===== config.mk =====
export PLATFORM = sky130hd
export DESIGN_NAME = flash_iap_ctrl
export DESIGN_NICKNAME = d
export VERILOG_FILES = /design/src/verilog/flash_iap_pkg.sv /design/src/verilog/flash_iap_ctrl.sv
export SDC_FILE = /design/constraint.sdc
export NUM_CORES = 1
export LEC_CHECK = 0
export BUFFER_PORTS_ARGS = -buffer_cell sky130_fd_sc_hd__buf_2
export CAP_MARGIN = 5
export CORE_MARGIN = 2
export CORE_UTILIZATION = 30
export DETAILED_ROUTE_END_ITERATION = 8
export GPL_TIMING_DRIVEN = 0
export PLACE_DENSITY = 0.58
export SLEW_MARGIN = 10
export SYNTH_ARGS = -nofsm -noshare
export SYNTH_HDL_FRONTEND = slang
export SYNTH_SLANG_ARGS = --single-unit

===== constraint.sdc =====
create_clock -name clock_i -period 8 [get_ports clock_i]
set_clock_uncertainty 0.15 [all_clocks]
set_input_delay 1.6 -clock clock_i [delete_from_list [all_inputs] [get_ports clock_i]]
set_output_delay 1.6 -clock clock_i [all_outputs]
set_load 0.02 [all_outputs]

===== src/verilog/flash_iap_pkg.sv =====
// Shared constants for the in-application flash write controller.
package flash_iap_pkg;
    localparam logic [7:0] SFR_SOFT_CMD = 8'h97;
    localparam logic [7:0] SFR_WE_KEY = 8'hC9;
    localparam logic [7:0] SFR_BANDGAP = 8'hF5;
    localparam logic [7:0] SFR_CFG_LOW = 8'hF6;
    localparam logic [7:0] SFR_AUX_TWO = 8'hF7;
    localparam logic [7:0] KEY_UNLOCK = 8'h65;
    localparam logic [7:0] KEY_FLASH_WE = 8'h47;
    localparam logic [7:0] KEY_EEPROM_WE = 8'hE2;
    localparam logic [15:0] ADDR_LAST = 16'h1FFF;
    localparam logic [15:0] ADDR_FREE_LO = 16'h1F00;
    localparam logic [15:0] ADDR_FREE_HI = 16'h1FEF;
    localparam logic [15:0] ADDR_CFG_LO = 16'h1FF0;
    localparam logic [15:0] ADDR_CFG_HIGH_WORD = 16'h1FFF;
    localparam logic [15:0] ADDR_BANDGAP = 16'h1FFB;
    localparam logic [15:0] ADDR_CFG_LOW = 16'h1FFD;
    localparam logic [15:0] ADDR_EE_LO = 16'hEE00;
    localparam logic [15:0] ADDR_EE_HI = 16'hEEFE;
    localparam int WE_FLASH_BIT = 7;
    localparam int WE_TIMEOUT_BIT = 6;
    localparam int WE_EEPROM_BIT = 5;
    localparam int TSEL_LSB = 1;
    localparam logic [7:0] AUX_TWO_RESET = 8'h06;
    localparam int CLK_KHZ = 125000;
    localparam int WRITE_US = 500;
    localparam int EE_WRITE_US = 1000;
    localparam int TO1_US = 1600;
    localparam int TO2_US = 3200;
    localparam int TO3_US = 12800;
    localparam int WRITE_CYC = WRITE_US * CLK_KHZ / 1000;
    localparam int EE_WRITE_CYC = EE_WRITE_US * CLK_KHZ / 1000;
    localparam int TO1_CYC = TO1_US * CLK_KHZ / 1000;
    localparam int TO2_CYC = TO2_US * CLK_KHZ / 1000;
    localparam int TO3_CYC = TO3_US * CLK_KHZ / 1000;
    typedef enum logic [1:0] {
        ST_IDLE = 2'b00,
        ST_PROG = 2'b01,
        ST_DONE = 2'b11,
        ST_LOAD = 2'b10
    } state_t;
endpackage : flash_iap_pkg


===== src/verilog/flash_iap_ctrl.sv =====
// In-application flash write controller with region protection and timeout.
// What this block does
// - Flash space spans 0000h to 1FFFh in vector, code, free, config sectors.
// - Top sixteen bytes hold configuration; bandgap byte and low word load into registers at power-on.
// - Free data sector 1F00h-1FEFh needs no unlock; only the flash write flag gates it.
// - Each write programs one byte with no page erase first.
// - Writing 65h to soft command register sets full-range unlock.
// - Writing any other value there clears full-range unlock.
// - With unlock set, writes from address zero up to 1FFEh are accepted.
// - High config word never reachable; low word and bandgap only when unlocked.
// - Power-on copies low config word and bandgap byte into F6h and F5h.
// - A write is a data-move store of accumulator to data pointer address.
// - Flash writes are ignored unless flash write flag is set.
// - CPU waits about half a millisecond per flash byte, a millisecond per eeprom byte; peripherals keep running.
// - Code-move reads complete with no extra wait cycles.
// - Key 47h sets flash flag, E2h eeprom flag, others clear both.
// - Bit seven of the key register reads one while flash writes enabled.
// - Soft command bit zero reads one after 65h, zero after 00h.
// - A write timeout releases the CPU from a stalled or failed write.
// - Two-bit select: zero disables timeout, else 1.6, 3.2 or 12.8 ms.
`timescale 1ns/1ps
module flash_iap_ctrl #(
    parameter int WRITE_CYCLES = flash_iap_pkg::WRITE_CYC,
    parameter int EE_WRITE_CYCLES = flash_iap_pkg::EE_WRITE_CYC,
    parameter int TO1_CYCLES = flash_iap_pkg::TO1_CYC,
    parameter int TO2_CYCLES = flash_iap_pkg::TO2_CYC,
    parameter int TO3_CYCLES = flash_iap_pkg::TO3_CYC
) (
    input wire logic clock_i, // System clock.
    input wire logic nrst_i, // Power-on reset, active low.
    input wire logic clk_en_i, // Freezes all state except the reset synchroniser while low.
    input wire logic sfr_wr_i, // Special register write strobe.
    input wire logic sfr_rd_i, // Special register read strobe.
    input wire logic [7:0] sfr_addr_i, // Special register address.
    input wire logic [7:0] sfr_wdata_i, // Special register write data.
    input wire logic xmove_wr_i, // External-data-move store strobe.
    input wire logic [15:0] dptr_i, // Data pointer target address.
    input wire logic [7:0] acc_i, // Accumulator data to write.
    input wire logic [15:0] code_addr_i, // Code-move read address.
    input wire logic [7:0] flash_rdata_i, // Array read data for the current address.
    input wire logic flash_done_i, // Array reports the byte is programmed.
    output logic [7:0] sfr_rdata_o, // Special register read data.
    output logic cpu_wait_o, // Holds the CPU while a write runs.
    output logic [15:0] flash_addr_o, // Array address.
    output logic [7:0] flash_wdata_o, // Array byte to program.
    output logic flash_prog_o, // Array byte program in progress.
    output logic ee_prog_o, // Eeprom byte program in progress.
    output logic [7:0] cfg_low_o, // Low configuration register.
    output logic [7:0] bandgap_o, // Bandgap trim register.
    output logic [7:0] aux_two_o // Auxiliary control two register.
);
    typedef struct packed {
        logic [1:0] rst_sync;
        flash_iap_pkg::state_t state;
        logic [1:0] load_idx;
        logic full_range_unlock;
        logic flash_write_flag;
        logic eeprom_write_flag;
        logic write_timeout_flag;
        logic is_ee;
        logic [23:0] prog_cnt;
        logic [23:0] to_cnt;
        logic [7:0] rdata;
        logic wait_q;
        logic [15:0] addr;
        logic [7:0] wdata;
        logic fprog;
        logic eprog;
        logic [7:0] cfg_low;
        logic [7:0] bandgap;
        logic [7:0] aux_two;
    } state_all_t;

    // One flag per mapped special register; reads and writes decode alike.
    typedef struct packed {
        logic soft_cmd;
        logic we_key;
        logic bandgap;
        logic cfg_low;
        logic aux_two;
    } sfr_sel_t;

    state_all_t s_q;
    state_all_t s_d;
    logic rst_n;
    logic fl_ok;
    logic ee_ok;
    logic [23:0] to_limit;
    logic start_fl;
    logic start_ee;
    logic prog_end;
    logic to_end;
    sfr_sel_t sel;

    // Only the synchroniser moves until its second stage is high, so release is clean.
    assign rst_n = s_q.rst_sync[1];

    function automatic logic in_range(input logic [15:0] a, input logic [15:0] lo,
                                      input logic [15:0] hi);
        in_range = (a >= lo) && (a <= hi);
    endfunction : in_range

    function automatic sfr_sel_t sfr_decode(input logic [7:0] a);
        sfr_decode = '0;
        if (a == flash_iap_pkg::SFR_SOFT_CMD)
        begin
            sfr_decode.soft_cmd = 1'b1;
        end
        else if (a == flash_iap_pkg::SFR_WE_KEY)
        begin
            sfr_decode.we_key = 1'b1;
        end
        else if (a == flash_iap_pkg::SFR_BANDGAP)
        begin
            sfr_decode.bandgap = 1'b1;
        end
        else if (a == flash_iap_pkg::SFR_CFG_LOW)
        begin
            sfr_decode.cfg_low = 1'b1;
        end
        else if (a == flash_iap_pkg::SFR_AUX_TWO)
        begin
            sfr_decode.aux_two = 1'b1;
        end
    endfunction : sfr_decode

    assign sel = sfr_decode(sfr_addr_i);

    // Region check for a flash store; the high word is never writable.
    always_comb
    begin
        fl_ok = 1'b0;
        if (dptr_i > flash_iap_pkg::ADDR_LAST)
        begin
            fl_ok = 1'b0;
        end
        else if (dptr_i == flash_iap_pkg::ADDR_CFG_HIGH_WORD)
        begin
            fl_ok = 1'b0;
        end
        else if (in_range(dptr_i, flash_iap_pkg::ADDR_FREE_LO, flash_iap_pkg::ADDR_FREE_HI))
        begin
            fl_ok = 1'b1;
        end
        else
        begin
            fl_ok = s_q.full_range_unlock;
        end
        // Eeprom cells sit at even addresses only; an odd target is refused.
        ee_ok = in_range(dptr_i, flash_iap_pkg::ADDR_EE_LO, flash_iap_pkg::ADDR_EE_HI)
            && !dptr_i[0];
    end

    always_comb
    begin
        case (s_q.aux_two[flash_iap_pkg::TSEL_LSB +: 2])
            2'b01: to_limit = 24'(TO1_CYCLES);
            2'b10: to_limit = 24'(TO2_CYCLES);
            2'b11: to_limit = 24'(TO3_CYCLES);
            default: to_limit = 24'h00_0000;
        endcase
    end

    // A store is taken only from idle, so a store during a stall cannot restart it.
    always_comb
    begin
        start_fl = (s_q.state == flash_iap_pkg::ST_IDLE) && xmove_wr_i
            && s_q.flash_write_flag && fl_ok;
        start_ee = (s_q.state == flash_iap_pkg::ST_IDLE) && xmove_wr_i
            && s_q.eeprom_write_flag && ee_ok && !start_fl;
        // The nominal time is a floor: a slow array stretches the write until it is done.
        prog_end = flash_done_i && (s_q.prog_cnt >= 24'(s_q.is_ee ? EE_WRITE_CYCLES
            : WRITE_CYCLES) - 24'd1);
        to_end = (to_limit != 24'h00_0000) && (s_q.to_cnt >= to_limit - 24'd1);
    end

    always_comb
    begin
        s_d = s_q;
        s_d.rst_sync = {s_q.rst_sync[0], 1'b1};
        // Timeout flag follows the enable flags down.
        if (!s_q.flash_write_flag && !s_q.eeprom_write_flag)
        begin
            s_d.write_timeout_flag = 1'b0;
        end
        // Register reads; code-move reads bypass this block entirely.
        s_d.rdata = 8'h00;
        // A read answers one cycle later and shows zero otherwise, so no stale byte lingers.
        if (sfr_rd_i)
        begin
            if (sel.soft_cmd)
            begin
                s_d.rdata = {7'h00, s_q.full_range_unlock};
            end
            else if (sel.we_key)
            begin
                s_d.rdata[flash_iap_pkg::WE_FLASH_BIT] = s_q.flash_write_flag;
                s_d.rdata[flash_iap_pkg::WE_TIMEOUT_BIT] = s_q.write_timeout_flag;
                s_d.rdata[flash_iap_pkg::WE_EEPROM_BIT] = s_q.eeprom_write_flag;
            end
            else if (sel.bandgap)
            begin
                s_d.rdata = s_q.bandgap;
            end
            else if (sel.cfg_low)
            begin
                s_d.rdata = s_q.cfg_low;
            end
            else if (sel.aux_two)
            begin
                s_d.rdata = s_q.aux_two;
            end
        end
        if (sfr_wr_i)
        begin
            if (sel.soft_cmd)
            begin
                s_d.full_range_unlock = (sfr_wdata_i == flash_iap_pkg::KEY_UNLOCK);
            end
            else if (sel.we_key)
            begin
                s_d.flash_write_flag = (sfr_wdata_i == flash_iap_pkg::KEY_FLASH_WE);
                s_d.eeprom_write_flag = (sfr_wdata_i == flash_iap_pkg::KEY_EEPROM_WE);
            end
            else if (sel.bandgap)
            begin
                s_d.bandgap = sfr_wdata_i;
            end
            else if (sel.cfg_low)
            begin
                s_d.cfg_low = sfr_wdata_i;
            end
            else if (sel.aux_two)
            begin
                s_d.aux_two = sfr_wdata_i;
            end
        end
        case (s_q.state)
            flash_iap_pkg::ST_LOAD:
            begin
                // Copy bandgap byte, then low word, out of the array once after reset.
                // The array read is combinational, so each byte is taken while its address stands.
                s_d.load_idx = s_q.load_idx + 2'd1;
                s_d.addr = flash_iap_pkg::ADDR_CFG_LOW;
                if (s_q.load_idx == 2'd0)
                begin
                    s_d.bandgap = flash_rdata_i;
                end
                else
                begin
                    s_d.cfg_low = flash_rdata_i;
                    s_d.state = flash_iap_pkg::ST_IDLE;
                end
            end
            flash_iap_pkg::ST_IDLE:
            begin
                s_d.addr = code_addr_i;
                if (start_fl)
                begin
                    s_d.state = flash_iap_pkg::ST_PROG;
                    s_d.is_ee = 1'b0;
                    s_d.addr = dptr_i;
                    s_d.wdata = acc_i;
                    s_d.fprog = 1'b1;
                    s_d.wait_q = 1'b1;
                    s_d.prog_cnt = 24'h00_0000;
                    s_d.to_cnt = 24'h00_0000;
                end
                else if (start_ee)
                begin
                    s_d.state = flash_iap_pkg::ST_PROG;
                    s_d.is_ee = 1'b1;
                    s_d.addr = dptr_i;
                    s_d.wdata = acc_i;
                    s_d.eprog = 1'b1;
                    s_d.wait_q = 1'b1;
                    s_d.prog_cnt = 24'h00_0000;
                    s_d.to_cnt = 24'h00_0000;
                end
            end
            flash_iap_pkg::ST_PROG:
            begin
                s_d.prog_cnt = s_q.prog_cnt + 24'd1;
                s_d.to_cnt = s_q.to_cnt + 24'd1;
                if (prog_end)
                begin
                    s_d.state = flash_iap_pkg::ST_DONE;
                end
                else if (to_end)
                begin
                    // The set follows the clear above, so a timeout is never lost to it.
                    s_d.write_timeout_flag = 1'b1;
                    s_d.state = flash_iap_pkg::ST_DONE;
                end
            end
            flash_iap_pkg::ST_DONE:
            begin
                // The strobe stands one more edge so the array sees a settled end of write.
                s_d.fprog = 1'b0;
                s_d.eprog = 1'b0;
                s_d.wait_q = 1'b0;
                s_d.state = flash_iap_pkg::ST_IDLE;
            end
            default:
            begin
                s_d.state = flash_iap_pkg::ST_IDLE;
            end
        endcase
    end

    // Reset loads only constants; the configuration copy is taken later by the load state.
    // The synchroniser is not gated by the clock enable, so a frozen clock cannot hold reset.
    always_ff @(posedge clock_i or negedge nrst_i)
    begin
        if (!nrst_i)
        begin
            s_q <= '0;
            s_q.state <= flash_iap_pkg::ST_LOAD;
            s_q.addr <= flash_iap_pkg::ADDR_BANDGAP;
            s_q.aux_two <= flash_iap_pkg::AUX_TWO_RESET;
        end
        else if (!rst_n)
        begin
            s_q.rst_sync <= s_d.rst_sync;
        end
        else if (clk_en_i)
        begin
            s_q <= s_d;
        end
    end

    assign sfr_rdata_o = s_q.rdata;
    assign cpu_wait_o = s_q.wait_q;
    assign flash_addr_o = s_q.addr;
    assign flash_wdata_o = s_q.wdata;
    assign flash_prog_o = s_q.fprog;
    assign ee_prog_o = s_q.eprog;
    assign cfg_low_o = s_q.cfg_low;
    assign bandgap_o = s_q.bandgap;
    assign aux_two_o = s_q.aux_two;
endmodule : flash_iap_ctrl


=== Word-level counts from Yosys, hierarchy flattened ===
Cells that the tools add are included.

* Muxes and demuxes: 63
* Bitwise logic cells: 4
* $add $sub $neg: 5
* $lt $le $gt $ge: 7
* Reduce and logical (&&, ||, !) cells: 35
* Eq/ne operators: 22

{| class="wikitable"
|+ Operator list
! operator !! number
|-
| $mux 118 || 1
|-
| $mux 8 || 14
|-
| $mux 49 || 2
|-
| $pmux 48 s2 || 1
|-
| $mux 24 || 3
|-
| $pmux 21 s3 || 1
|-
| $mux 25 || 2
|-
| $add 24x1->24 const B || 2
|-
| $eq 8x8->1 const B || 6
|-
| $ge 24x24->1 || 2
|-
| $pmux 16 s2 || 1
|-
| $reduce_bool 24->1 || 1
|-
| $sub 24x1->24 const B || 1
|-
| $mux 2 || 10
|-
| $reduce_and 4->1 || 5
|-
| $mux 1 || 18
|-
| $sub 17x1->18 const B || 1
|-
| $mux 17 || 1
|-
| $eq 16x13->1 const B || 1
|-
| $eq 8x7->1 const B || 2
|-
| $ge 16x13->1 const B || 1
|-
| $ge 16x16->1 const B || 1
|-
| $gt 16x13->1 const B || 1
|-
| $le 16x13->1 const B || 1
|-
| 22 further kinds || 57
|}

* Register bits: 118

=== Longest topological paths before layout ===
* Depth after elaboration: 16
* Depth in mapped cells: 11
* Mapped depth without buffers: 11

=== Least setup slack after synthesis ===
OpenSTA, ideal clock, no wires.

* Kind: input to register
* Start point: in dptr_i[8]
* End point: reg s_q[106] in the netlist's numbering
* Slack: 4,311 ps
* Required time: 7,772 ps
* Library setup time: 78 ps
* Cell stages on the path: 7
* Data arrival time: 3,460 ps
* Cell sequence: or4b_1 nor4_4 or2b_4 o211ai_2 clkbuf_1 or3_1 a21oi_1

* Word-level cells in the longest chain between the ends: 10
* Elaborated cells on any way between the ends: 20
* Those cells by class: 5 x order compare; 2 x eq/ne; 5 x mux; 8 x reduce/logical

{| class="wikitable"
|+ RTL lines
! element !! line !! source
|-
| from (decl) || flash_iap_ctrl.sv:37 || <nowiki>input wire logic [15:0] dptr_i,</nowiki>
|-
| $ge 16x13->1 / $le 16x13->1 (equally long branches) || flash_iap_ctrl.sv:100 || <nowiki>in_range = (a >= lo) && (a <= hi);</nowiki>
|-
| $logic_and 1x1->1 || flash_iap_ctrl.sv:100 ||
|-
| $mux 1 || flash_iap_ctrl.sv:141 || <nowiki>else if (in_range(dptr_i, flash_iap_pkg::ADDR_FREE_LO, flash_iap_pkg::ADDR_FREE_HI))</nowiki>
|-
| $mux 1 || flash_iap_ctrl.sv:137 || <nowiki>else if (dptr_i == flash_iap_pkg::ADDR_CFG_HIGH_WORD)</nowiki>
|-
| $mux 1 || flash_iap_ctrl.sv:133 || <nowiki>if (dptr_i > flash_iap_pkg::ADDR_LAST)</nowiki>
|-
| $logic_and 1x1->1 || flash_iap_ctrl.sv:168 || <nowiki>&& s_q.flash_write_flag && fl_ok;</nowiki>
|-
| $logic_not 1->1 || flash_iap_ctrl.sv:170 || <nowiki>&& s_q.eeprom_write_flag && ee_ok && !start_fl;</nowiki>
|-
| $logic_and 1x1->1 || flash_iap_ctrl.sv:170 ||
|-
| $ne 3x3->1 (no source line) || n/a ||
|-
| $reduce_and 4->1 (no source line) || n/a ||
|-
| to (decl) || flash_iap_ctrl.sv:83 || <nowiki>state_all_t s_q;</nowiki>
|}

Several ways; a longest one is shown, not always the timed one.
A chain may end at the register's enable or synchronous reset.

=== Final worst setup path ===
* Start point: in dptr_i[9]
* End point: reg s_q[75] in the netlist's numbering

Same word-level chain as after synthesis.

==> impl_metrics.sql <==
INSERT INTO impl_metrics (metric_group, metric, value, unit) VALUES
('clock_network', 'clkSlewWorstSetupHoldPaths', '60', 'ps'),
('yosys', 'ys_top_cells_by_area', 'sky130_fd_sc_hd__dfrtp_1, sky130_fd_sc_hd__ha_1, sky130_fd_sc_hd__buf_4', ''),
('yosys', 'yosysTopAreaCell', 'sky130_fd_sc_hd__dfrtp_1', ''),
('status', 'outcome', 'finished clean', ''),
('place', 'routabilityCongestion', '0.805', ''),
('clock_network', 'root_buffer', 'sky130_fd_sc_hd__clkbuf_16', ''),
('layout', 'finalNetCount', '1016', ''),
('layout', 'regArea', '2970', 'sq um'),
('drt', 'via_count', '6231', ''),
('sta', 'timing.final.ws_setup', '3770', 'ps'),
('global_routing', 'all_layer_gr_usage', '16.5', '%'),
('yosys', 'postSynth.asyncResetShare', '100', '%'),
('global_routing', 'grt_antenna_before_repair', '0', ''),
('place', 'place.port_buffers', '129', ''),
('drt', 'detail_route.iter0.violations', '354', ''),
('floorplan', 'start_util', '30.3', '%'),
('setup_path', 'cp-end-kind', 'register', ''),
('floorplan', 'total_i_o_pin_count', '130', ''),
('job', 'cap_violations', '0', ''),
('layout', 'final_layout_size_suffix_gt1_share', '29.1', '%'),
('floorplan', 'number_of_rows_created_at_floorplan', '56', ''),
('place', 'pre_cts_ws', '3310', 'ps'),
('sta', 'setup_repair_after_global_routing_missed_its_margin', 'false', ''),
('yosys', 'synth_top_flop_cell', 'sky130_fd_sc_hd__dfrtp_1', ''),
('floorplan', 'die-width', '158', 'microns'),
('pwr', 'power.ir.vdd_worst', '0.122', 'mV'),
('clock_network', 'postCtsSetupRepairBufs', '0', ''),
('layout', 'area_delta_synth_final', '23.6', '%'),
('setup_path', 'critPathRequiredTime', '8110', 'ps'),
('clock_network', 'clock_latency', '420', 'ps'),
('clock_network', 'post_cts_resized', '0', ''),
('yosys', 'post-synth-top-count-cell', 'sky130_fd_sc_hd__dfrtp_1', ''),
('yosys', 'synth_warnings', '0', ''),
('setup_path', 'critPathLaunchType', 'primary input', ''),
('setup_path', 'worst_ep_arrival_time', '4350', 'ps'),
('global_routing', 'grt_first_pass_wirelength', '31900', 'microns'),
('clock_network', 'cts-buffers-inserted', '17', ''),
('yosys', 'synth.cells.most_frequent', 'sky130_fd_sc_hd__dfrtp_1, sky130_fd_sc_hd__nand2_1, sky130_fd_sc_hd__nor2_1, sky130_fd_sc_hd__buf_4, sky130_fd_sc_hd__o21ai_0', ''),
('floorplan', 'chipHeight', '158', 'microns'),
('place', 'hpwl_after_dpl', '14900', 'microns'),
('sta', 'slew_headroom', '49.4', '%'),
('drt', 'drt-wirelength-per-cell', '16.3', 'microns'),
('setup_path', 'critical_path_peak_fanout', '10', ''),
('drt', 'drt_pass1_iterations', '6', ''),
('clock_network', 'ctsHoldBuffers', '0', ''),
('drt', 'detail_route.vias_per_cell', '5.03', ''),
('sta', 'final_hold_viol_count', '0', ''),
('drt', 'detail-route-antenna-nets', '0', ''),
('layout', 'multi_input_area', '3480', 'sq um'),
('yosys', 'netlist.area_leader.share', '36.4', '%'),
('clock_network', 'cts_sinks', '118', ''),
('global_routing', 'via_count_of_the_first_global_routing_pass', '6070', ''),
('global_routing', 'globalRoute.totalOverflow', '0', ''),
('yosys', 'synth-seq-cells', '118', ''),
('pwr', 'p_leak', '4.11', 'nW'),
('yosys', 'mean_cell_area_of_the_mapped_netlist', '9.33', 'sq um'),
('sta', 'finalSetupViolCount', '0', ''),
('layout', 'layout.filler_cells', '2408', ''),
('sta', 'final.setup.tns', '0', 'ps'),
('yosys', 'synth_nets', '867', ''),
('clock_network', 'htree_levels', '4', ''),
('yosys', 'synth.lib_cells_used.distinct', '59', ''),
('yosys', 'synthesis.instances', '758', ''),
('setup_path', 'crit_type', 'in -> reg', ''),
('yosys', 'yosysSeqAreaShare', '42.0', '%'),
('global_routing', 'grt_start_max_net_pins', '75', ''),
('floorplan', 'coreArea', '23300', 'sq um'),
('clock_network', 'cts_buffer_depth', '2', ''),
('clock_network', 'clock_tree_from_tritoncts', 'done', ''),
('drt', 'drc_errors_left', '0', ''),
('yosys', 'synth_area', '7070', 'sq um'),
('floorplan', 'design.die.area', '24800', 'sq um'),
('layout', 'antennaDiodeCount', '0', ''),
('sta', 'max_slew.worst_pin.slew', '759', 'ps'),
('sta', 'period_minus_ws_final', '4230', 'ps'),
('sta', 'fmaxAchievable', '236', 'MHz'),
('drt', 'drt_wl_total', '20200', 'microns'),
('sta', 'report.final.slew_viol_count', '0', ''),
('sta', 'fin_crit_sh', '52.9', '%'),
('yosys', 'synth_enable_flop_cells', '0', ''),
('pwr', 'power.density_cell_area', '262', 'nW/um^2'),
('worst_hold_path', 'worst_hold_path_type', 'reg -> reg', '');
worst max-delay path: stages:
cell,delay (ps)
sky130_fd_sc_hd__buf_2,90
sky130_fd_sc_hd__nand3_1,170
sky130_fd_sc_hd__or3_1,420
sky130_fd_sc_hd__a211oi_2,520
sky130_fd_sc_hd__nor2_1,230
sky130_fd_sc_hd__nor3_2,640
sky130_fd_sc_hd__clkbuf_1,570
sky130_fd_sc_hd__a21oi_1,90
layer usage:
layer  routed length, microns  global-route usage [%]  vias up  share of wire (%)
met5                        0                       0        -                  0
met4                      418                    6.10        0                2.1
met3                      982                    3.55       26                4.9
met2                     9300                    25.6      177                 46
met1                     9450                    22.6     3010                 47
li1                         -                       -     3018                  -
per-stage QoR:
stage | hold slack (ps) | area [sq um] | std cells | total power, mW | utilization (%)
after CTS | 310 | 8740 | 1239 | 2.31 | 37.5
final | 313 | 8740 | 1239 | 2.29 | 37.5
after floorplan | 278 | 7070 | 758 | 1.29 | -
after detailed placement | 303 | 8150 | 1207 | 1.53 | 34.9
after global placement | 297 | 8120 | 1206 | 1.52 | 34.8
after global routing | 343 | 8740 | 1239 | 2.43 | 37.5
flip-flops by register name, indices dropped and copies added (netlist names):
signal,flops
aux_two_o,8
flash_wdata_o,8
flash_prog_o,1
cfg_low_o,8
flash_addr_o,16
bandgap_o,8
s_d,1
s_q,57
cpu_wait_o,1
sfr_rdata_o,8
rst_n,1
ee_prog_o,1
path summary, 6_finish.rpt:
check	slack, ps	from	cells past startpoint	end
worst min register to register	310	s_d[117]	1	rst_n
min in group asynchronous	970	nrst_i	1	s_q[98]
worst max register to register	4440	s_q[114]	9	s_q[75]
worst max-delay path	3770	dptr_i[9]	8	s_q[75]
worst min-delay path	310	s_d[117]	1	rst_n
max in group asynchronous	6000	nrst_i	2	aux_two_o[1]
layout by cell type, fill, tap and decap left out, drive strengths merged, types with 19 or more instances in the layout:
cell type    n
xor2        19
o22ai       21
nand2       82
nor2        62
clkbuf      45
mux2        21
buf        190
inv         27
ha          38
nand3       25
a21oi       35
dfrtp      103
o21ai       47
cell families after synthesis:
logic type                 share of synthesized area (%)
and+or+nand+nor                                     18.8
AOI/OAI and AO/OA                                   17.4
DFF                                                 42.0
buffers and inverters                               8.77
adders and majority gates                           6.72
xor gates and xnor gates                            2.85
muxes                                               3.48
cell type report:
class                   count  share of cell area, %
flip-flops and latches    118                   34.0
multi-input cells         532                   39.8
repair buffers            130                   7.77
inverters                  20                  0.858
clock inverters            15                   1.92
well taps                 319                   4.56
plain buffers              88                   6.24
clock buffers              17                   4.86
power breakdown:
group	leakage, nW	total [mW]	internal [mW]	switching (mW)
Combinational	2.30	0.697	0.296	0.401
Clock	0.291	0.773	0.466	0.307
Sequential	1.52	0.825	0.728	0.0964
No activity file was read; power rests on OpenSTA's default activity.
